File: src/include/vib_sup_pkg.sv
// Purpose: Shared constants and types for the vibration suppression session block
// Assumes: APB with 32-bit data, one clock pclk at 200 MHz
// Notes:   Offsets are byte addresses of aligned words
package vib_sup_pkg;

    // ************************************************************
    // Timing
    // ************************************************************
    localparam int unsigned CLK_FREQ_HZ      = 200_000_000;
    localparam int unsigned DONE_BLINK_MS    = 2000;
    localparam int unsigned TIMEOUT_MS       = 10000;
    localparam int unsigned DONE_BLINK_CYCLES = CLK_FREQ_HZ / 1000 * DONE_BLINK_MS;
    localparam int unsigned TIMEOUT_CYCLES    = CLK_FREQ_HZ / 1000 * TIMEOUT_MS;

    // ************************************************************
    // Register map
    // ************************************************************
    localparam logic [7:0] ADDR_CTRL      = 8'h00;
    localparam logic [7:0] ADDR_STATUS    = 8'h04;
    localparam logic [7:0] ADDR_SET_FREQ  = 8'h08;
    localparam logic [7:0] ADDR_ACT_FREQ  = 8'h0C;
    localparam logic [7:0] ADDR_FREQ_A    = 8'h10;
    localparam logic [7:0] ADDR_FREQ_B    = 8'h14;
    localparam logic [7:0] ADDR_MF_SWITCH = 8'h18;
    localparam logic [7:0] ADDR_MF_GAIN   = 8'h1C;
    localparam logic [7:0] ADDR_MF_COMP   = 8'h20;
    localparam logic [7:0] ADDR_MF_BIAS_R = 8'h24;
    localparam logic [7:0] ADDR_SUP2_FREQ = 8'h28;
    localparam logic [7:0] ADDR_SUP2_COMP = 8'h2C;
    localparam logic [7:0] ADDR_IRQ_STAT  = 8'h30;
    localparam logic [7:0] ADDR_IRQ_MASK  = 8'h34;

    // Control command bits (write one to act)
    localparam int CMD_ENTER   = 0;
    localparam int CMD_CONFIRM = 1;
    localparam int CMD_SAVE    = 2;
    localparam int CMD_EXIT    = 3;
    localparam int CMD_ABORT   = 4;

    // Interrupt status bits
    localparam int IRQ_APPLIED = 0;
    localparam int IRQ_SAVED   = 1;
    localparam int IRQ_TIMEOUT = 2;
    localparam int IRQ_EXITED  = 3;
    localparam int IRQ_BITS    = 4;

    // Top digit of the model following switch, bits [15:12]
    localparam int MF_TOP_LSB = 12;
    localparam logic [3:0] MF_COMBINE = 4'h1;

    localparam logic [15:0] FREQ_A_RESET = 16'h01F4;
    localparam logic [15:0] MF_GAIN_RESET = 16'h01F4;
    localparam logic [15:0] MF_COMP_RESET = 16'h03E8;

    typedef enum logic [4:0] {
        ST_IDLE    = 5'b00001,
        ST_TUNE    = 5'b00010,
        ST_PENDING = 5'b00100,
        ST_APPLIED = 5'b01000,
        ST_ABORT   = 5'b10000
    } state_type;

    typedef struct packed {
        logic display_menu;
        logic display_run;
        logic done_blink;
        logic setting_blink;
        logic session_active;
    } display_type;

    typedef struct packed {
        logic        suppress_enable;
        logic [15:0] active_freq;
        logic        speed_ff_enable;
        logic        torque_ff_enable;
        logic        feedforward_gain_enable;
    } loop_cfg_type;

endpackage : vib_sup_pkg

File: src/hdl/vibration_suppression_setting_ctrl.sv
// Purpose: Vibration suppression tuning session controller behind an APB slave
// Assumes: Motor status inputs synchronous to pclk; operator keys arrive as APB writes
// Notes:   Session commands live in the control register as write-one pulses
//
// How it works
// - Confirm applies shown frequency, enables suppression
// - Save stores setting, blinks done two seconds
// - Exit ends session, shows function menu
// - No setting change while motor runs, except the shown frequency
// - Motor not stopped in 10 s reverts
// - New response takes effect at rest only
// - Feedforward paths disabled by default
// - Switch top digit combines external feedforward
// - Some parameters locked during session
// - Session end updates switch, gain, frequencies; here Exit changes none of them, and in a session only Save writes A and B
// - Entry loads shown frequency from stored A
// - Blink label when shown differs from used
// - Abort waits for stop, then reverts
//
// The implementer's own choices: the register offsets and the APB slave port.
`timescale 1ns/10ps

module vibration_suppression_setting_ctrl
    import vib_sup_pkg::*;
#(
    parameter int unsigned TIMEOUT_COUNT = vib_sup_pkg::TIMEOUT_CYCLES,
    parameter int unsigned BLINK_COUNT   = vib_sup_pkg::DONE_BLINK_CYCLES
) (
    input  wire logic                      pclk,
    input  wire logic                      presetn,
    input  wire logic                      psel,
    input  wire logic                      penable,
    input  wire logic                      pwrite,
    input  wire logic [7:0]                paddr,
    input  wire logic [31:0]               pwdata,
    output logic      [31:0]               prdata,
    output logic                           pready,
    output logic                           pslverr,
    input  wire logic                      motor_running,
    input  wire logic                      reference_present,
    input  wire logic [15:0]               measured_freq,
    output vib_sup_pkg::display_type       display,
    output vib_sup_pkg::loop_cfg_type      loop_cfg,
    output logic                           irq
);
    import vib_sup_pkg::*;

    initial begin
        if (TIMEOUT_COUNT < 2 || BLINK_COUNT < 2) begin
            $error("Counts must be at least 2");
        end
    end

    // ************************************************************
    // APB access
    // ************************************************************
    logic wr_en;
    assign wr_en   = psel && penable && pwrite;
    assign pready  = 1'b1;

    logic [15:0] setting_freq;
    logic [15:0] applied_freq;
    logic [15:0] prior_freq;
    logic [15:0] freq_a;
    logic [15:0] freq_b;
    logic [15:0] mf_switch;
    logic [15:0] mf_gain;
    logic [15:0] mf_comp;
    logic [15:0] mf_bias_rev;
    logic [15:0] sup2_freq;
    logic [15:0] sup2_comp;
    logic [IRQ_BITS-1:0] irq_stat;
    logic [IRQ_BITS-1:0] irq_mask;
    logic [IRQ_BITS-1:0] irq_event;
    logic        timeout_err;
    logic        saved;
    state_type   state;
    logic [31:0] wait_count;
    logic [31:0] blink_count;

    logic cmd_enter;
    logic cmd_confirm;
    logic cmd_save;
    logic cmd_exit;
    logic cmd_abort;
    logic ctrl_wr;
    logic mapped;
    logic session;
    logic at_rest;
    logic timed_out;

    assign ctrl_wr     = wr_en && (paddr == ADDR_CTRL);
    assign cmd_enter   = ctrl_wr && pwdata[CMD_ENTER];
    assign cmd_confirm = ctrl_wr && pwdata[CMD_CONFIRM];
    assign cmd_save    = ctrl_wr && pwdata[CMD_SAVE];
    assign cmd_exit    = ctrl_wr && pwdata[CMD_EXIT];
    assign cmd_abort   = ctrl_wr && pwdata[CMD_ABORT];
    assign session     = (state != ST_IDLE);
    assign at_rest     = !motor_running && !reference_present;
    assign timed_out   = (state == ST_PENDING) && (wait_count >= TIMEOUT_COUNT - 1);

    // Map is contiguous and word aligned, so a range test decodes it
    always_comb begin
        if (paddr[1:0] == 2'h0 && paddr <= ADDR_IRQ_MASK) begin
            mapped = 1'b1;
        end else begin
            mapped = 1'b0;
        end
    end

    assign pslverr = psel && penable && !mapped;

    // ************************************************************
    // Session state machine
    // ************************************************************
    always_ff @(posedge pclk or negedge presetn) begin
        if (!presetn) begin
            state <= ST_IDLE;
        end else begin
            case (state)
                ST_IDLE: begin
                    if (cmd_enter) begin
                        state <= ST_TUNE;
                    end
                end
                ST_TUNE, ST_APPLIED: begin
                    if (cmd_exit) begin
                        state <= ST_IDLE;
                    end else if (cmd_abort) begin
                        state <= ST_ABORT;
                    end else if (cmd_confirm) begin
                        state <= ST_PENDING;
                    end
                end
                ST_PENDING: begin
                    if (cmd_abort) begin
                        state <= ST_ABORT;
                    end else if (timed_out) begin
                        state <= ST_TUNE;
                    end else if (at_rest) begin
                        state <= ST_APPLIED;
                    end
                end
                ST_ABORT: begin
                    if (!motor_running) begin
                        state <= ST_IDLE;
                    end
                end
                default: begin
                    state <= ST_IDLE;
                end
            endcase
        end
    end

    // Wait for the motor to stop after a change
    always_ff @(posedge pclk or negedge presetn) begin
        if (!presetn) begin
            wait_count <= 32'h0000_0000;
        end else if (state == ST_PENDING && motor_running) begin
            wait_count <= wait_count + 32'h0000_0001;
        end else begin
            wait_count <= 32'h0000_0000;
        end
    end

    // ************************************************************
    // Frequencies
    // ************************************************************
    // The prior copy lets a timeout or abort restore in one cycle
    always_ff @(posedge pclk or negedge presetn) begin
        if (!presetn) begin
            setting_freq <= FREQ_A_RESET;
            applied_freq <= FREQ_A_RESET;
            prior_freq   <= FREQ_A_RESET;
        end else begin
            if (state == ST_IDLE && cmd_enter) begin
                setting_freq <= freq_a;
                applied_freq <= freq_a;
                prior_freq   <= freq_a;
            end else if ((state == ST_TUNE || state == ST_APPLIED) && cmd_confirm) begin
                applied_freq <= setting_freq;
            end else if (timed_out && !cmd_abort) begin
                applied_freq <= prior_freq;
            end else if (state == ST_ABORT && !motor_running) begin
                applied_freq <= prior_freq;
                setting_freq <= prior_freq;
            end else if (state == ST_APPLIED && cmd_save) begin
                prior_freq <= applied_freq;
            end else if (wr_en && paddr == ADDR_SET_FREQ && session && state != ST_ABORT) begin
                setting_freq <= pwdata[15:0];
            end else if (wr_en && paddr == ADDR_STATUS && session) begin
                setting_freq <= measured_freq;
            end
        end
    end

    // ************************************************************
    // Tuning parameters
    // ************************************************************
    always_ff @(posedge pclk or negedge presetn) begin
        if (!presetn) begin
            freq_a      <= FREQ_A_RESET;
            freq_b      <= FREQ_A_RESET;
            mf_switch   <= 16'h0000;
            mf_gain     <= MF_GAIN_RESET;
            mf_comp     <= MF_COMP_RESET;
            mf_bias_rev <= 16'h0000;
            sup2_freq   <= FREQ_A_RESET;
            sup2_comp   <= MF_COMP_RESET;
            saved       <= 1'b0;
        end else begin
            if (state == ST_APPLIED && cmd_save && !motor_running) begin
                freq_a <= applied_freq;
                freq_b <= applied_freq;
                saved  <= 1'b1;
            end else if (state == ST_IDLE) begin
                saved <= 1'b0;
            end
            if (wr_en && paddr == ADDR_MF_SWITCH && !motor_running) begin
                mf_switch <= pwdata[15:0];
            end
            if (wr_en && !session && !motor_running) begin
                if (paddr == ADDR_FREQ_A) begin
                    freq_a <= pwdata[15:0];
                end else if (paddr == ADDR_FREQ_B) begin
                    freq_b <= pwdata[15:0];
                end else if (paddr == ADDR_MF_GAIN) begin
                    mf_gain <= pwdata[15:0];
                end else if (paddr == ADDR_MF_COMP) begin
                    mf_comp <= pwdata[15:0];
                end else if (paddr == ADDR_MF_BIAS_R) begin
                    mf_bias_rev <= pwdata[15:0];
                end else if (paddr == ADDR_SUP2_FREQ) begin
                    sup2_freq <= pwdata[15:0];
                end else if (paddr == ADDR_SUP2_COMP) begin
                    sup2_comp <= pwdata[15:0];
                end
            end
        end
    end

    // ************************************************************
    // Done indication
    // ************************************************************
    always_ff @(posedge pclk or negedge presetn) begin
        if (!presetn) begin
            blink_count <= 32'h0000_0000;
        end else if (state == ST_APPLIED && cmd_save) begin
            blink_count <= BLINK_COUNT;
        end else if (blink_count != 32'h0000_0000) begin
            blink_count <= blink_count - 32'h0000_0001;
        end
    end

    // ************************************************************
    // Outputs to display and loop
    // ************************************************************
    always_ff @(posedge pclk or negedge presetn) begin
        if (!presetn) begin
            display  <= '0;
            loop_cfg <= '0;
        end else begin
            display.session_active <= session;
            display.setting_blink  <= session && (setting_freq != applied_freq);
            display.done_blink     <= (blink_count != 32'h0000_0000);
            display.display_run    <= session && (blink_count == 32'h0000_0000);
            display.display_menu   <= !session;
            loop_cfg.feedforward_gain_enable <= 1'b0;
            loop_cfg.speed_ff_enable  <= (mf_switch[MF_TOP_LSB +: 4] == MF_COMBINE);
            loop_cfg.torque_ff_enable <= (mf_switch[MF_TOP_LSB +: 4] == MF_COMBINE);
            if (state == ST_PENDING && at_rest) begin
                loop_cfg.active_freq <= applied_freq;
            end else if (!session || (timed_out && !cmd_abort)) begin
                loop_cfg.active_freq <= prior_freq;
            end
            loop_cfg.suppress_enable <= session ? (state != ST_TUNE) : 1'b1;
        end
    end

    // ************************************************************
    // Interrupts
    // ************************************************************
    assign irq_event[IRQ_APPLIED] = (state == ST_PENDING) && at_rest && !timed_out;
    assign irq_event[IRQ_SAVED]   = (state == ST_APPLIED) && cmd_save;
    assign irq_event[IRQ_TIMEOUT] = timed_out && !cmd_abort;
    assign irq_event[IRQ_EXITED]  = session && (state != ST_ABORT) && cmd_exit;

    // Set wins over a clear in the same cycle
    always_ff @(posedge pclk or negedge presetn) begin
        if (!presetn) begin
            irq_stat <= '0;
        end else if (wr_en && paddr == ADDR_IRQ_STAT) begin
            irq_stat <= (irq_stat & ~pwdata[IRQ_BITS-1:0]) | irq_event;
        end else begin
            irq_stat <= irq_stat | irq_event;
        end
    end

    always_ff @(posedge pclk or negedge presetn) begin
        if (!presetn) begin
            irq_mask <= '0;
        end else if (wr_en && paddr == ADDR_IRQ_MASK) begin
            irq_mask <= pwdata[IRQ_BITS-1:0];
        end
    end

    assign timeout_err = irq_stat[IRQ_TIMEOUT];
    assign irq = |(irq_stat & irq_mask);

    // ************************************************************
    // Read data
    // ************************************************************
    always_ff @(posedge pclk or negedge presetn) begin
        if (!presetn) begin
            prdata <= 32'h0000_0000;
        end else if (psel && !penable && !pwrite) begin
            if (paddr == ADDR_STATUS) begin
                prdata <= {16'h0000, measured_freq[10:0], saved, timeout_err,
                           state == ST_PENDING, motor_running, session};
            end else if (paddr == ADDR_SET_FREQ) begin
                prdata <= {16'h0000, setting_freq};
            end else if (paddr == ADDR_ACT_FREQ) begin
                prdata <= {16'h0000, applied_freq};
            end else if (paddr == ADDR_FREQ_A) begin
                prdata <= {16'h0000, freq_a};
            end else if (paddr == ADDR_FREQ_B) begin
                prdata <= {16'h0000, freq_b};
            end else if (paddr == ADDR_MF_SWITCH) begin
                prdata <= {16'h0000, mf_switch};
            end else if (paddr == ADDR_MF_GAIN) begin
                prdata <= {16'h0000, mf_gain};
            end else if (paddr == ADDR_MF_COMP) begin
                prdata <= {16'h0000, mf_comp};
            end else if (paddr == ADDR_MF_BIAS_R) begin
                prdata <= {16'h0000, mf_bias_rev};
            end else if (paddr == ADDR_SUP2_FREQ) begin
                prdata <= {16'h0000, sup2_freq};
            end else if (paddr == ADDR_SUP2_COMP) begin
                prdata <= {16'h0000, sup2_comp};
            end else if (paddr == ADDR_IRQ_STAT) begin
                prdata <= {28'h0000000, irq_stat};
            end else if (paddr == ADDR_IRQ_MASK) begin
                prdata <= {28'h0000000, irq_mask};
            end else begin
                prdata <= 32'h0000_0000;
            end
        end
    end

endmodule : vibration_suppression_setting_ctrl

File: config.mk
export PLATFORM = sky130hd
export DESIGN_NAME = vibration_suppression_setting_ctrl
export DESIGN_NICKNAME = d
export VERILOG_FILES = /design/src/include/vib_sup_pkg.sv /design/src/hdl/vibration_suppression_setting_ctrl.sv
export SDC_FILE = /design/constraint.sdc
export NUM_CORES = 1
export LEC_CHECK = 0
export BUFFER_PORTS_ARGS = -buffer_cell sky130_fd_sc_hd__buf_2
export CAP_MARGIN = 30
export CORE_MARGIN = 2
export CORE_UTILIZATION = 55
export CTS_BUF_LIST = sky130_fd_sc_hd__clkbuf_4
export CTS_CLUSTER_DIAMETER = 200
export DETAILED_ROUTE_END_ITERATION = 10
export PLACE_DENSITY = 0.84
export SLEW_MARGIN = 20
export SYNTH_ARGS = -nofsm -noshare
export SYNTH_HDL_FRONTEND = slang
export SYNTH_SLANG_ARGS = --single-unit
File: constraint.sdc
create_clock -name pclk -period 2.6 [get_ports pclk]
set_input_delay 0.39 -clock pclk [delete_from_list [all_inputs] [get_ports pclk]]
set_output_delay 0.39 -clock pclk [all_outputs]
set_load 0.005 [all_outputs]
; Word level (Yosys, flattened, before mapping)
; Index checks and enable logic that the tools add are counted.
[op_classes]
n_eq_ne = 31
n_reduce_logical = 68
magnitude_cmp = 2
n_mux = 55
bitwise_logic = 11
addsub = 2
[ops]
columns = cell, n
row1 = 16-bit two-way mux, 36
row2 = 32-bit two-way mux, 3
row3 = 8-bit by 6-bit == test with 1-bit output (second input constant), 6
row4 = 5-bit two-way mux, 8
row5 = 1-bit logical AND, 38
row6 = 32-bit by 1-bit adder with 32-bit output (second input constant), 1
row7 = 8-bit by 5-bit == test with 1-bit output (second input constant), 4
row8 = 32-bit by 31-bit >= comparator with 1-bit output (second input constant), 1
row9 = 32-bit zero test, 1
row10 = 32-bit nonzero test, 1
row11 = 32-bit by 1-bit subtractor with 32-bit output (second input constant), 1
row12 = 5-bit one-hot mux with 4 select lines, 1
row13 = 8-bit by 4-bit == test with 1-bit output (second input constant), 2
row14 = 16-bit inequality test, 1
row15 = 4-bit AND reduction, 4
row16 = 4-bit two-way mux, 3
row17 = 4-bit AND, 2
row18 = 8-bit by 3-bit == test with 1-bit output (second input constant), 1
row19 = 8-bit by 6-bit less-or-equal comparator with 1-bit output (second input constant), 1
row20 = 1-bit zero test, 8
row21 = 8-bit zero test, 1
row22 = 2-bit inequality test (second input constant), 4
row23 = 4-bit inequality test (second input constant), 2
row24 = 4-bit OR, 2
row25 = other kinds (24), 37
[totals]
reg_bits = 309
inputBits = 63
wordCells = 195

; Longest topological paths before layout
; Gate-level depths: netlist (run 1).
[depth]
word_depth = 14
mapped_depth = 10

; Least setup slack after synthesis (run 1)
; OpenSTA, ideal clock, no wires.
[synth_timing]
path_type = input port to flip-flop
start = input paddr[7]
end = register setting_freq[10]
path_stages = 8
setup_time_ns = 0.127
path_slack_ns = -0.108
t_required_ns = 2.473
arrival_time_ns = 2.581
cell_sequence = buf_2 > or4_1 > buf_2 > a2111oi_4 > buf_4 > mux2i_1 > o211ai_1 > mux2_1
[synth_between]
elab_chain_len = 10
word_cells_on_any_way = 29
classes_between = 5 x eq/ne / 6 x mux / 18 x reduce/logical
[synth_rtl]
columns = element, line
row1 = start: declaration, vibration_suppression_setting_ctrl.sv:34  ; input wire logic [7:0] paddr,
row2 = 8-bit by 4-bit == test with 1-bit output, vibration_suppression_setting_ctrl.sv:190  ; end else if (wr_en && paddr == ADDR_SET_FREQ && session && state != ST_ABORT) begin
row3 = 1-bit logical AND (3 in series), vibration_suppression_setting_ctrl.sv:190
row4 = 16-bit two-way mux, vibration_suppression_setting_ctrl.sv:190
row5 = 16-bit two-way mux, vibration_suppression_setting_ctrl.sv:188  ; end else if (state == ST_APPLIED && cmd_save) begin
row6 = 16-bit two-way mux, vibration_suppression_setting_ctrl.sv:185  ; end else if (state == ST_ABORT && !motor_running) begin
row7 = 16-bit two-way mux, vibration_suppression_setting_ctrl.sv:183  ; end else if (timed_out && !cmd_abort) begin
row8 = 16-bit two-way mux, vibration_suppression_setting_ctrl.sv:181  ; end else if ((state == ST_TUNE || state == ST_APPLIED) && cmd_confirm) begin
row9 = 16-bit two-way mux, vibration_suppression_setting_ctrl.sv:177  ; if (state == ST_IDLE && cmd_enter) begin
row10 = end signal: assignment, vibration_suppression_setting_ctrl.sv:178  ; setting_freq <= freq_a;
row11 = end signal: assignment, vibration_suppression_setting_ctrl.sv:187  ; setting_freq <= prior_freq;
row12 = end signal: assignment, vibration_suppression_setting_ctrl.sv:191  ; setting_freq <= pwdata[15:0];
row13 = end: declaration, vibration_suppression_setting_ctrl.sv:61  ; logic [15:0] setting_freq;
; Several ways; a longest one is shown, not always the timed one. The select of a mux whose other input is x is not followed.
; A chain may end at the register's enable or synchronous reset.

; Worst setup path in the final report (run 1)
[layout_timing]
start = register blink_count[21]
end = register blink_count[7]
[layout_between]
elab_chain_len = 2
[layout_rtl]
columns = element, line
row1 = start: declaration, vibration_suppression_setting_ctrl.sv:79  ; logic [31:0] blink_count;
row2 = start signal: assignment, vibration_suppression_setting_ctrl.sv:252  ; blink_count <= blink_count - 32'h0000_0001;
row3 = 32-bit nonzero test, vibration_suppression_setting_ctrl.sv:251  ; end else if (blink_count != 32'h0000_0000) begin
row4 = 2-bit nonzero test (no line), n/a
; No other way between the ends.

==> impl_results.md, run 1 <==
- Outcome: finished clean
- Seq cells post-synth: 293
- Layout Nets: 1774
- GP Congestion: 0.941
- PnR worst setup slack: 164 ps
- Tot GR Track Use: 29.4%
- Req. time, crit path: 3190 ps
- Area leader, netlist: dfrtp_1
- Clock tree from TritonCTS: built
- Clk_lat worst skew: 770 ps
- Largest net degree at the start of global routing: 84
- Register area share after synthesis: 47.5%
- HPWL Detailed: 29800 microns
- Slew Limit Fails: 0
- Post-CTS Setup Inserts: 0
- DR iter-0 viols: 1124
- Drt pass-1 iters: 5
- Final wirelength: 42800 microns
- Vert. Die Dim: 172 microns
- Register Area: 7400 sq um
- Clock Root Buffer: clkbuf_4
- Final cell count without fillers: 2149
- Max-Cap Viols: 0
- Initial antenna violation count: 3
- Critical path class: reg -> reg
- Worst Setup End Kind: register
- Gr ovfl total: 0
- Number of synthesized flops with an enable pin: 0
- Clock slew at reported path FFs: 70 ps
- Static Leak: 7.83 nW
- Power Density: 563 nW/um^2
- Core ar.: 27900 sq um
- Chip Width: 172 microns
- Tcrit/Tclk final: 93.7%
- Die footprint: 29700 sq um
- Slew @ Worst Pin: 711 ps
- Area share of the largest cell type after synthesis: 38.2%
- Final hold violations: 0
- Post-synthesis instance area: 15600 sq um
- Synth cell count leaders: dfrtp_1, nand2_1, o21ai_0
- Hold Slack: 28.1 ps
- Worst Skew: 61.4 ps
- # clock sinks: 293
- F_max: 0.411 GHz
- RSZ-0062 raised after global routing: no
- Critical path data arrival time: 3030 ps
- Area contributors post-synth: dfrtp_1, dfstp_2, mux2_2
- First-pass GRT wire length: 68400 microns
- Initial Util: 56.0%
- VDD IR max: 361 uV
- Largest regs: blink_count (32), wait_count (32), loop_cfg (18)
- Hold/Removal Path Class: in -> reg
- Final setup fails: 0
- Placed cells: 1991
- Routed WL per cell: 19.9 microns
- Area Growth Syn to Fin: 16.7%
- DR DRC count: 0
- PortBufs: 88
- DR vias/cell: 6.13
- Boundary Pins: 123
- Depth of the CTS H-tree: 3
- Area of the multi-input gates: 7740 sq um
- Vias in the first global route: 13300
- Ys async rst share: 100%
- Top_reg_cell synth: dfrtp_1
- Max Fanout on Critical Path: 9
- Mean Syn Cell Area: 10.1 sq um
- CTS max path bufs: 3
- Core Rows: 61
- Synth cell types: 76
- Pre-CTS setup slack: 5.97 ps
- Share of cells above drive strength 1: 29.2%
- Syn Inst Count: 1540
- Startpoint types: register
- Count leader, synth: dfrtp_1
- Post-DRT Antenna Nets: 0
- Number of buffers created by CTS: 79
- Slew HR: 52.5%
- Fill count: 2166
- Yosys warning total: 0
- Post-layout minimum cycle time: 2440 ps
- DR vias: 13200
-- placed cells by master (no fill, tap or decap), drive strengths merged, types with 50 or more instances in the layout --
cell	count
clkbuf	121
nand3	50
nor2	125
o21ai	129
dfrtp	238
nand2	147
buf	173
dfstp	55
a21oi	81
mux2	135
-- stage by stage --
stage	power, mW	TNS, ps	area (sq um)	util [%]
floorplan	5.34	-1320	15700	-
global placement	5.80	0	16900	60.8
detailed placement	5.84	0	16900	60.8
CTS	10.3	0	18200	65.3
global route	10.7	0	18200	65.3
finish	10.3	0	18200	65.3
-- critical path, stage by stage (launching register included) --
cell,delay (ps)
dfrtp_1,390
or4_1,620
or3_4,420
nor4_4,270
inv_2,150
buf_4,190
nand2_1,90
or3_1,110
a21oi_1,60
-- logic make-up after synthesis --
group / count (synthesis) / synth area share (%)
AND/OR/NAND/NOR: 500 / 15.7
multiplexers: 198 / 15.2
other: 2 / 0.0482
adder cells (fa/ha/maj): 2 / 0.161
XOR/XNOR: 63 / 3.54
AO/OA/AOI/OAI: 355 / 14.0
flip-flops: 293 / 47.5
buffers and inverters: 127 / 3.86
-- area by class of cell --
type / instances / area share, %
clock buffers: 121 / 4.99
well taps: 378 / 2.60
flip-flops and latches: 293 / 40.7
repair buffers: 188 / 7.92
inverters: 11 / 0.227
multi-input cells: 1136 / 42.5
diodes: 2 / 0.0275
clock inverters: 20 / 1.01
-- final timing paths --
check	slack [ps]	depth (start not counted)	from	endpoint
min in group asynchronous	140	2	presetn	wait_count[27]
hold / removal	30	3	pwdata[14]	freq_b[14]
hold reg to reg	470	1	wait_count[0]	wait_count[0]
setup reg to reg	160	8	blink_count[21]	blink_count[7]
setup / recovery	160	8	blink_count[21]	blink_count[7]
max in group asynchronous	1610	3	presetn	sup2_comp[3]
-- power breakdown --
part,switching (mW),internal [mW]
combinational,0.673,0.349
clock,1.94,2.51
sequential,0.0880,4.69
-- routing by layer --
metal	up-vias	track usage (%)	part of all wire (%)	wire, microns
met3	169	6.23	7.4	3180
met5	-	0	0.030	13
li1	5909	-	-	-
met1	6479	36.3	40	17100
met2	625	49.1	48	20700
met4	2	14.7	4.1	1760
-- what timing repair did --
action                                  CTS  global route
hold endpoints to repair                152             0
hold buffers                             15             0
resized for setup                         0             2
endpoints found under the setup margin    0             3
No activity file was read; power rests on OpenSTA's default activity.
==> run 2: changes to the inputs <==
Settings changed: PLACE_DENSITY 0.84 to 0.81.
Clock period 2.6 ns to 2.85 ns, I/O delays scaled along.
==> impl_results.md, run 2 (synthesized netlist as in run 1, its figures left out) <==
- Routed WL per cell: 19.8 microns
- Most frequent cells in the layout: dfrtp_1, nand2_1, o21ai_0, nor2_1, clkbuf_4
- DR DRC count: 0
- Hold Slack: 37.9 ps
- Drt pass-1 iters: 9
- Vias in the first global route: 13100
- Tcrit/Tclk final: 92.9%
- PortBufs: 88
- Layout Nets: 1755
- DR vias: 13100
- Post-layout minimum cycle time: 2650 ps
- Critical path data arrival time: 3210 ps
- Placed cells: 1980
- HPWL Detailed: 29600 microns
- Gr ovfl total: 0
- Fin util: 63.9%
- Final hold violations: 0
- Met2 GRT Util: 47.7%
- Boundary Pins: 123
- Core Rows: 61
- # clock sinks: 293
- F_max: 0.378 GHz
- Clk_lat worst skew: 740 ps
- Fin Setup TNS: 0 ps
- Clock tree from TritonCTS: built
- DR vias/cell: 6.17
- Worst Skew: 74.2 ps
- Initial Util: 56.0%
- Vert. Die Dim: 172 microns
- Share of cells above drive strength 1: 28.3%
- M1 GR Usage: 37.4%
- Largest net degree at the start of global routing: 82
- VDD IR max: 327 uV
- Worst Setup End Kind: register
- Most used routing layer: met2
- Static Leak: 7.65 nW
- Cts repair resizes: 0
- Clock slew at reported path FFs: 60 ps
- Power Density: 507 nW/um^2
- Largest regs: blink_count (32), wait_count (32), loop_cfg (18)
- Outcome: finished clean
- Req. time, crit path: 3410 ps
- GP Congestion: 0.916
- Worst-path cell chain: or4_1, or3_1, nor4_4, inv_2, nand3_1, nor4_1, mux2i_1
- Crit-path max cell delay: 590 ps
- CTS max path bufs: 3
- Slew HR: 50.0%
- Depth of the CTS H-tree: 3
- Commonest non-fill, non-tap cell in the layout: dfrtp_1
- Slew Limit Fails: 0
- Core ar.: 27900 sq um
- Max Fanout on Critical Path: 15
- Number of buffers created by CTS: 79
- First-pass GRT wire length: 67700 microns
- Fill count: 2238
- Die footprint: 29700 sq um
- Max-Cap Viols: 0
- Tot GR Track Use: 29.0%
- Area Growth Syn to Fin: 14.2%
- Final setup fails: 0
- Hold/Removal Path Class: in -> reg
- Startpoint types: register
- GR Util met3: 5.70%
- Post-DRT Antenna Nets: 0
- Clock Root Buffer: clkbuf_4
- PnR worst setup slack: 203 ps
- Chip Width: 172 microns
- Pre-CTS setup slack: 37.3 ps
- Crit path max-delay cell type: or4_1
- Final cell count without fillers: 2130
- Slew @ Worst Pin: 743 ps
- DR iter-0 viols: 1177
- Critical path class: reg -> reg
- RSZ-0062 raised after global routing: no
- Initial antenna violation count: 1
- Final wirelength: 42100 microns
-- run 2: cell count changes in the layout (fill, tap and decap cells not counted), moves of 2 or more --
cell,delta
mux2_4,-6
clkinv_1,+2
dlygate4sd3_1,-9
inv_6,+3
clkbuf_4,-3
bufinv_16,-4
mux2_1,+6
buf_12,-9
buf_4,-2
-- run 2: worst max-delay path: cells and delay by family, from the launching register on --
family / cells / cell delay (ps)
buf+inv: 1 / 180
flops: 1 / 410
mux: 1 / 130
simple gates: 5 / 1790
-- run 2: metrics by stage --
stage / total power, mW / cell area (sq um)
floorplan: 4.87 / 15600
global placement: 5.28 / 16700
detailed placement: 5.31 / 16700
CTS: 9.09 / 17800
global route: 9.41 / 17800
finish: 9.03 / 17800
-- run 2: per-layer routing --
metal  part of all wire, %  up-vias  wire length [microns]
met5                     0        -                      0
met2                    48      640                  20300
met3                   7.8      144                   3270
met1                    40     6475                  16900
li1                      -     5874                      -
met4                   3.8        0                   1590
-- run 2: final cells by class --
cell class | instances | area, sq um | area share [%]
timing repair buffer | 169 | 1170 | 6.58
sequential | 293 | 7400 | 41.6
tap | 378 | 473 | 2.66
inverter | 11 | 41.3 | 0.232
antenna | 1 | 2.50 | 0.0141
clock inverter | 24 | 130 | 0.731
multi-input combinational | 1136 | 7690 | 43.2
clock buffer | 118 | 886 | 4.98
-- run 2: path summary, 6_finish.rpt --
check | startpoint | end | slack (ps) | cells past startpoint
worst max-delay path | blink_count[20] | blink_count[29] | 200 | 7
worst min-delay path | pwdata[12] | freq_a[12] | 40 | 3
worst max register to register | blink_count[20] | blink_count[29] | 200 | 7
worst min register to register | wait_count[0] | wait_count[0] | 450 | 1
max in group asynchronous | presetn | mf_comp[6] | 1840 | 3
min in group asynchronous | presetn | wait_count[15] | 170 | 2
-- run 2: power by group --
group | leakage, nW | switching (mW) | internal [mW]
logic | 3.36 | 0.603 | 0.296
clock network | 0.594 | 1.85 | 1.92
registers | 3.70 | 0.0820 | 4.28
total | 7.65 | 2.53 | 6.49
-- run 2: what timing repair did --
action	CTS	global route
hold endpoints to repair	111	0
buffers inserted	0	0
hold buffers	6	0
